`src/verilog/nvc_pkg.sv`:
```
// Shared constants, types and pin bundles for the nonvolatile SRAM host controller.
// Assumes a single 10 MHz system clock; all times below are converted to cycles of it.
package nvc_pkg;

    localparam int CLK_NS       = 100;
    localparam int AW           = 15;
    localparam int DW           = 8;
    localparam int CNT_W        = 24;
    localparam int SYNC_LAT     = 3;

    // Device times in their printed units.
    localparam int ACCESS_NS    = 45;
    localparam int RECALL_US    = 20;
    localparam int STORE_MS     = 10;
    localparam int PWRUP_US     = 650;
    localparam int HSB_W_NS     = 20;
    localparam int HSB_DIS_NS   = 500;

    // Host waits cover the device maxima, so every figure rounds up.
    localparam int ACC_CYC      = (ACCESS_NS + CLK_NS - 1) / CLK_NS;
    localparam int STROBE_CYC   = ACC_CYC + SYNC_LAT;
    localparam int RECALL_CYC   = (RECALL_US * 1000 + CLK_NS - 1) / CLK_NS;
    localparam int STORE_CYC    = (STORE_MS * 1000000 + CLK_NS - 1) / CLK_NS;
    localparam int PWRUP_CYC    = (PWRUP_US * 1000 + CLK_NS - 1) / CLK_NS;
    localparam int HSB_PULSE    = (HSB_W_NS + CLK_NS - 1) / CLK_NS + 1;
    localparam int HSB_DIS_CYC  = (HSB_DIS_NS + CLK_NS - 1) / CLK_NS;

    // Unlock sequence addresses.
    localparam logic [AW-1:0] SEQ_A0     = 15'h0e38;
    localparam logic [AW-1:0] SEQ_A1     = 15'h31c7;
    localparam logic [AW-1:0] SEQ_A2     = 15'h03e0;
    localparam logic [AW-1:0] SEQ_A3     = 15'h3c1f;
    localparam logic [AW-1:0] SEQ_A4     = 15'h303f;
    localparam logic [AW-1:0] SEQ_STORE  = 15'h0fc0;
    localparam logic [AW-1:0] SEQ_RECALL = 15'h0c63;
    localparam logic [2:0]    SEQ_LAST   = 3'h5;

    typedef enum logic [2:0] {
        NVC_CMD_READ,
        NVC_CMD_WRITE,
        NVC_CMD_STORE,
        NVC_CMD_RECALL,
        NVC_CMD_HWSTORE
    } nvc_cmd_t;

    typedef struct packed {
        nvc_cmd_t         cmd;
        logic [AW-1:0]    addr;
        logic [DW-1:0]    wdata;
    } nvc_req_t;

    typedef struct packed {
        logic [AW-1:0]    addr;
        logic             chip_sel_n;
        logic             out_en_n;
        logic             wr_en_n;
        logic [DW-1:0]    dq;
        logic             dq_oe;
        logic             busy;
        logic             busy_oe;
    } nvc_pins_t;

    // Address of sequence step idx; the sixth picks store or recall.
    function automatic logic [AW-1:0] seq_addr(input logic [2:0] idx, input logic recall);
        logic [AW-1:0] a;
        a = SEQ_A0;
        case (idx)
            3'h1:    a = SEQ_A1;
            3'h2:    a = SEQ_A2;
            3'h3:    a = SEQ_A3;
            3'h4:    a = SEQ_A4;
            3'h5:    a = recall ? SEQ_RECALL : SEQ_STORE;
            default: a = SEQ_A0;
        endcase
        return a;
    endfunction : seq_addr

endpackage : nvc_pkg

```
`src/verilog/nvc_host.sv`:
```
// Host controller that drives a 32K x 8 nonvolatile SRAM over its asynchronous pins.
// Assumes the bidirectional data bus and open-drain busy line are resolved outside.
// Function
// - Host holds address stable for the whole write.
// - Host gives each sequence address its own chip-select pulse.
// - Host keeps write enable high while chip select is low in a sequence.
// - Host keeps write enable inactive as power-up recall finishes.
// - Sequence is 0E38 31C7 03E0 3C1F 303F then 0FC0 or 0C63.
`timescale 1ns/10ps
`default_nettype none

module nvc_host
    import nvc_pkg::*;
#(
    parameter int STORE_WAIT = STORE_CYC,
    parameter int PWRUP_WAIT = PWRUP_CYC
)(
    input  wire logic          sys_clk_i,
    input  wire logic          sys_rst_i,
    input  wire logic          req_valid_i,
    input  wire nvc_req_t      req_i,
    output var  logic          req_ready_o,
    output var  logic          rsp_valid_o,
    output var  logic [DW-1:0] rsp_rdata_o,
    output var  nvc_pins_t     pins_o,
    input  wire logic [DW-1:0] data_i,
    input  wire logic          store_busy_line_n_i
);

    if (STORE_WAIT < 1 || STORE_WAIT >= (1 << CNT_W) || PWRUP_WAIT < 1 || PWRUP_WAIT >= (1 << CNT_W))
    begin : g_bad_param
        $error("nvc_host: wait parameters out of range");
    end

    typedef enum logic [3:0] {
        S_PWRUP, S_BUSYWAIT, S_IDLE, S_SETUP, S_STROBE, S_END, S_NVWAIT, S_HSBPULSE, S_HSBWAIT
    } nvc_state_t;

    localparam nvc_pins_t PINS_IDLE = '{addr: '0, chip_sel_n: 1'b1, out_en_n: 1'b1, wr_en_n: 1'b1,
                                        dq: '0, dq_oe: 1'b0, busy: 1'b0, busy_oe: 1'b0};

    nvc_state_t       state_q, state_d;
    nvc_cmd_t         op_q, op_d;
    logic [CNT_W-1:0] cnt_q, cnt_d;
    logic [2:0]       step_q, step_d;
    nvc_pins_t        pins_q, pins_d;
    logic             ready_q, ready_d;
    logic             rsp_q, rsp_d;
    logic [DW-1:0]    rdata_q, rdata_d;
    logic [DW:0]      s1_q, s2_q, s3_q, filt_q, filt_d;
    logic             busy_f;
    logic             is_seq;

    // Three-stage synchroniser; a bit counts only once stages two and three agree.
    always_comb
    begin
        filt_d = (~(s2_q ^ s3_q) & s3_q) | ((s2_q ^ s3_q) & filt_q);
    end

    always_ff @(posedge sys_clk_i or posedge sys_rst_i)
    begin
        if (sys_rst_i)
        begin
            s1_q   <= {1'b1, {DW{1'b0}}};
            s2_q   <= {1'b1, {DW{1'b0}}};
            s3_q   <= {1'b1, {DW{1'b0}}};
            filt_q <= {1'b1, {DW{1'b0}}};
        end
        else
        begin
            s1_q   <= {store_busy_line_n_i, data_i};
            s2_q   <= s1_q;
            s3_q   <= s2_q;
            filt_q <= filt_d;
        end
    end

    assign busy_f = filt_q[DW];
    assign is_seq = (op_q == NVC_CMD_STORE) || (op_q == NVC_CMD_RECALL);

    // Access sequencer; every pin change is planned here and registered below.
    always_comb
    begin
        state_d = state_q;
        op_d    = op_q;
        cnt_d   = (cnt_q != '0) ? cnt_q - 1'b1 : cnt_q;
        step_d  = step_q;
        pins_d  = pins_q;
        ready_d = 1'b0;
        rsp_d   = 1'b0;
        rdata_d = rdata_q;
        case (state_q)
            S_PWRUP:
            begin
                // Controls stay high so no write is open when the recall ends.
                pins_d = PINS_IDLE;
                if (cnt_q == '0)
                    state_d = S_BUSYWAIT;
            end
            S_BUSYWAIT:
            begin
                // A store in progress holds the line low; access resumes once it rises.
                if (busy_f)
                    state_d = S_IDLE;
            end
            S_IDLE:
            begin
                ready_d = busy_f;
                if (req_valid_i && ready_q)
                begin
                    ready_d = 1'b0;
                    op_d    = req_i.cmd;
                    step_d  = '0;
                    case (req_i.cmd)
                        NVC_CMD_READ, NVC_CMD_WRITE:
                        begin
                            pins_d.addr  = req_i.addr;
                            pins_d.dq    = req_i.wdata;
                            pins_d.dq_oe = (req_i.cmd == NVC_CMD_WRITE);
                            state_d      = S_SETUP;
                        end
                        NVC_CMD_STORE, NVC_CMD_RECALL:
                        begin
                            pins_d.addr = seq_addr(3'h0, req_i.cmd == NVC_CMD_RECALL);
                            state_d     = S_SETUP;
                        end
                        default:
                        begin
                            pins_d.busy_oe = 1'b1;
                            cnt_d          = CNT_W'(HSB_PULSE - 1);
                            state_d        = S_HSBPULSE;
                        end
                    endcase
                end
            end
            S_SETUP:
            begin
                // Address already settled a cycle earlier, so it is stable before the strobe.
                pins_d.chip_sel_n = 1'b0;
                pins_d.wr_en_n    = (op_q != NVC_CMD_WRITE);
                pins_d.out_en_n   = (op_q == NVC_CMD_WRITE);
                cnt_d             = CNT_W'(STROBE_CYC - 1);
                state_d           = S_STROBE;
            end
            S_STROBE:
            begin
                if (cnt_q == '0)
                begin
                    // Strobe covers the access time; the filter settles on the byte one cycle later.
                    pins_d.chip_sel_n = 1'b1;
                    pins_d.wr_en_n    = 1'b1;
                    pins_d.out_en_n   = 1'b1;
                    state_d           = S_END;
                end
            end
            S_END:
            begin
                // Address and data are held this cycle; the filter now carries the strobed byte.
                rdata_d      = filt_q[DW-1:0];
                pins_d.dq_oe = 1'b0;
                if (is_seq && step_q != SEQ_LAST)
                begin
                    step_d      = step_q + 3'h1;
                    pins_d.addr = seq_addr(step_q + 3'h1, op_q == NVC_CMD_RECALL);
                    state_d     = S_SETUP;
                end
                else if (is_seq)
                begin
                    cnt_d   = (op_q == NVC_CMD_STORE) ? CNT_W'(STORE_WAIT - 1) : CNT_W'(RECALL_CYC - 1);
                    state_d = S_NVWAIT;
                end
                else
                begin
                    rsp_d   = 1'b1;
                    state_d = S_BUSYWAIT;
                end
            end
            S_NVWAIT:
            begin
                if (cnt_q == '0)
                begin
                    rsp_d   = 1'b1;
                    state_d = S_BUSYWAIT;
                end
            end
            S_HSBPULSE:
            begin
                // Pulse is one cycle longer than the minimum so it is surely seen.
                if (cnt_q == '0)
                begin
                    pins_d.busy_oe = 1'b0;
                    cnt_d          = CNT_W'(HSB_DIS_CYC + SYNC_LAT);
                    state_d        = S_HSBWAIT;
                end
            end
            S_HSBWAIT:
            begin
                // Give the device time to take the line itself before watching it.
                if (cnt_q == '0)
                begin
                    rsp_d   = 1'b1;
                    state_d = S_BUSYWAIT;
                end
            end
            default:
            begin
                state_d = S_BUSYWAIT;
            end
        endcase
    end

    always_ff @(posedge sys_clk_i or posedge sys_rst_i)
    begin
        if (sys_rst_i)
        begin
            state_q <= S_PWRUP;
            op_q    <= NVC_CMD_READ;
            cnt_q   <= CNT_W'(PWRUP_WAIT - 1);
            step_q  <= '0;
            pins_q  <= PINS_IDLE;
            ready_q <= 1'b0;
            rsp_q   <= 1'b0;
            rdata_q <= '0;
        end
        else
        begin
            state_q <= state_d;
            op_q    <= op_d;
            cnt_q   <= cnt_d;
            step_q  <= step_d;
            pins_q  <= pins_d;
            ready_q <= ready_d;
            rsp_q   <= rsp_d;
            rdata_q <= rdata_d;
        end
    end

    assign req_ready_o = ready_q;
    assign rsp_valid_o = rsp_q;
    assign rsp_rdata_o = rdata_q;
    assign pins_o      = pins_q;
endmodule : nvc_host

`default_nettype wire

```
`config.mk`:
```
export PLATFORM = sky130hd
export DESIGN_NAME = nvc_host
export DESIGN_NICKNAME = d
export VERILOG_FILES = /design/src/verilog/nvc_pkg.sv /design/src/verilog/nvc_host.sv
export SDC_FILE = /design/constraint.sdc
export NUM_CORES = 1
export LEC_CHECK = 0
export BUFFER_PORTS_ARGS = -buffer_cell sky130_fd_sc_hd__buf_2
export CAP_MARGIN = 20
export CORE_MARGIN = 4
export CORE_UTILIZATION = 45
export DETAILED_ROUTE_END_ITERATION = 8
export HOLD_SLACK_MARGIN = 0.02
export PLACE_DENSITY = 0.69
export REMOVE_ABC_BUFFERS = 1
export SLEW_MARGIN = 40
export SYNTH_ARGS = -nofsm -noshare
export SYNTH_HDL_FRONTEND = slang
export SYNTH_SLANG_ARGS = --single-unit
```
`constraint.sdc`:
```
create_clock -name sys_clk_i -period 3.66 [get_ports sys_clk_i]
set_clock_uncertainty 0.15 [all_clocks]
set_input_delay 0.183 -clock sys_clk_i [delete_from_list [all_inputs] [get_ports sys_clk_i]]
set_output_delay 0.183 -clock sys_clk_i [all_outputs]
set_load 0.03 [all_outputs]
```
==> metrics.csv <==
stage;metric;value;unit
floorplanning;chip width;112;microns
worst_setup_path;Setup crit end kind;register;
final_layout;post-route cell area;5940;sq um
worst_setup_path;Crit Path Max Fanout;14;
worst_setup_path;CP delay by family, top;simple AND/OR/NAND/NOR gates;
final_layout;Util after Layout;57.1;%
worst_hold_path;sink of the worst hold path;req_ready_o$_DFF_PP0_;
worst_setup_path;reg2reg path depth;8;
yosys;Post-Syn Area;4850;sq um
timing;Worst-Margin Slew;0.793;ns
placed_design;Buffers on Ports;75;
global_routing;GRT Total Usage;18.1;%
floorplanning;I/O pin count;77;
routing;Routed WL;11300;microns
power;leakage power;0.00270;uW
floorplanning;Initial Util;46.6;%
worst_setup_path;CP required;3.82;ns
yosys;Yosys warnings;0;
timing;Hold Slack;0.0604;ns
final_layout;commonest non-fill, non-tap cell in the layout;dfrtp_1;
cts;H-tree Lvls;3;
worst_setup_path;Crit Path Category;register to register;
cts;CTS Buffer Depth;2;
timing;Max Slew Vio Count;0;
routing;WL/cell;15.8;microns
timing;endpoints failing setup;0;
routing;Remaining DRCs;0;
cts;Num CTS Buffers;9;
final_layout;commonest cells after routing, fill and taps aside;94 x dfrtp_1, 75 x buf_2, 47 x nand2_1;
placed_design;placed cell count;662;
timing;Final Critical Period;3.25;ns
worst_setup_path;crit path buf inv count;2;
floorplanning;die height;112;microns
yosys;Yosys reg bits;108;
yosys;Synth async-reset ratio;100;%
floorplanning;site row count;37;
yosys;average size of a mapped cell;10.5;sq um
final_layout;Layout fillers;917;
routing;Via density;5.50;
placed_design;Area after DPL;5380;sq um
cts;clk sinks;108;
floorplanning;die area;12500;sq um
worst_setup_path;slowest cell on the critical path;or4b_1;
global_routing;largest net degree at the start of global routing;44;
global_routing;first-pass GRT wire length;18700;microns
yosys;Distinct cells, synth;63;
worst_hold_path;hold depth;3;
power;maximum VDD drop;0.302;mV
power;Cell Pwr Density;852;nW/um^2
worst_setup_path;FF-to-FF Start;cnt_q[0]$_DFF_PP1_;
final_layout;Layout area overhead;22.5;%
routing;Final ANT Viol Nets;0;
cts;Post-CTS Setup Inserts;0;
placed_design;Final HPWL DP;7570;microns
routing;DRT Pass-1 Iters;5;
status;status;completed;
routing;Iter 0 DRT Violations;169;
placed_design;routability cong.;0.857;
cts;Root Driver;clkbuf_8;
final_layout;layout cells sized above 1;22.9;%
worst_setup_path;crit path DAT;3.42;ns
timing;TNS Setup;0;ns
floorplanning;core area;10400;sq um
timing;fmax;0.308;GHz
timing;Final Cycle Share;88.8;%
worst_setup_path;slowest stage delay, CP;0.62;ns
global_routing;total grt overflow;0;
final_layout;# nets final;617;
yosys;Most used DFF post-synth;dfrtp_1;
worst_hold_path;Hold Path Origin;req_valid_i;
timing;Slew HR;47.1;%
timing;RSZ-0062 raised after global routing;no;
cts;clk_lat worst skew;0.37;ns
worst_setup_path;Register-to-Register Setup Slack;0.41;ns
final_layout;Antenna diodes;0;
worst_setup_path;r2r endpoint;cnt_q[11]$_DFF_PP1_;
worst_setup_path;crit start category;register;
cts;CTS tree;done;
cts;post_cts resized;0;
timing;Fin. Hold Viols;0;
final_layout;Finished Layout Cells;713;
routing;routed vias;3920;
yosys;Mapped Cells;462;
global_routing;initial antenna violation count;0;
worst_hold_path;worst hold-check path type;input port to register;
job;max-cap viol count;0;
global_routing;vias in the first global route;3789;
yosys;number of synthesized flops with an enable pin;0;
yosys;register area share after synthesis;56.1;%
cts;Clock transition at path regs;0.12;ns
worst_setup_path;worst-path cell chain;inv_1 -> ha_1 -> or4b_1 -> or3_1 -> nor2_8 -> inv_6 -> a211oi_4 -> o21ba_2;
[cells by family after synthesis]
logic type	after synthesis	synth area share [%]
buffers and inverters	36	3.30
adder cells (fa/ha/maj)	16	3.66
AND/OR/NAND/NOR	153	15.6
AO/OA/AOI/OAI	133	18.4
other	1	0.0773
flip-flops	108	56.1
XOR/XNOR	11	1.99
multiplexers	4	0.902
[per-stage QoR]
stage	setup slack, ns	total power [uW]
finish	0.408	5060
global route	0.247	5450
floorplan	-1.73	3580
CTS	0.430	5070
global placement	0.526	4210
detailed placement	0.453	4290
[layout make-up]
class                      instances  area (sq um)  share of cell area, %
multi-input combinational        318          1980                   33.3
tap                              136           170                   2.86
clock buffer                       9           124                   2.08
clock inverter                     7          91.3                   1.54
sequential                       108          2720                   45.8
inverter                          16          67.6                   1.14
timing repair buffer             119           793                   13.3
[layer usage]
metal / global-route usage [%] / share of wire [%]
met3: 2.66 / 4.4
met4: 8.11 / 2.5
met1: 25.4 / 45
met2: 27.8 / 48
met5: 0 / 0
[synthesized netlist by cell type (7+ instances only)]
| cell type | count | area [sq um] |
|---|---|---|
| nand3_1 | 7 | 35.0 |
| xor2_1 | 9 | 78.8 |
| a21oi_1 | 35 | 175 |
| dfrtp_1 | 94 | 2350 |
| a31oi_1 | 12 | 75.1 |
| nor2_1 | 41 | 154 |
| clkbuf_1 | 16 | 60.1 |
| a22o_1 | 9 | 78.8 |
| maj3_1 | 9 | 90.1 |
| inv_1 | 15 | 56.3 |
| nand2_1 | 47 | 176 |
| dfstp_2 | 14 | 368 |
| nor3_1 | 15 | 75.1 |
| ha_1 | 7 | 87.6 |
| o21ai_0 | 32 | 160 |
[how the worst max path moves through the flow]
stage,start,to,slack [ns],cells past startpoint
after global placement,cnt_q[0]$_DFF_PP1_,cnt_q[11]$_DFF_PP1_,0.53,8
after floorplan,state_q[3]$_DFFE_PP0P_,pins_o[28]$_DFFE_PP0P_,-1.73,4
after global routing,cnt_q[0]$_DFF_PP1_,cnt_q[11]$_DFF_PP1_,0.25,8
after detailed placement,cnt_q[0]$_DFF_PP1_,cnt_q[11]$_DFF_PP1_,0.45,8
after CTS,cnt_q[0]$_DFF_PP1_,cnt_q[11]$_DFF_PP1_,0.43,8
final,cnt_q[0]$_DFF_PP1_,cnt_q[11]$_DFF_PP1_,0.41,8
[power by group]
group          total (uW)  switching [uW]  internal, uW
Clock                 752             472           280
Sequential           1920             359          1560
Combinational        2390            1500           888
[state kept, by name, indices dropped and copies added (netlist names), named ones only]
signal / count
s3_q: 9
s2_q: 9
req_ready_o: 1
op_q: 3
rsp_rdata_o: 8
rsp_valid_o: 1
step_q: 3
cnt_q: 24
state_q: 4
pins_o: 28
s1_q: 9
[worst min-delay path, stage by stage]
cell and delay (ns):
buf_2 0.13, nand2_1 0.08, and3_1 0.15
[what timing repair did]
item	in CTS	in global routing
setup endpoints to repair	0	0
endpoints found under the hold margin	72	0
hold buffers	35	0
(Power assumes the default switching activity.)
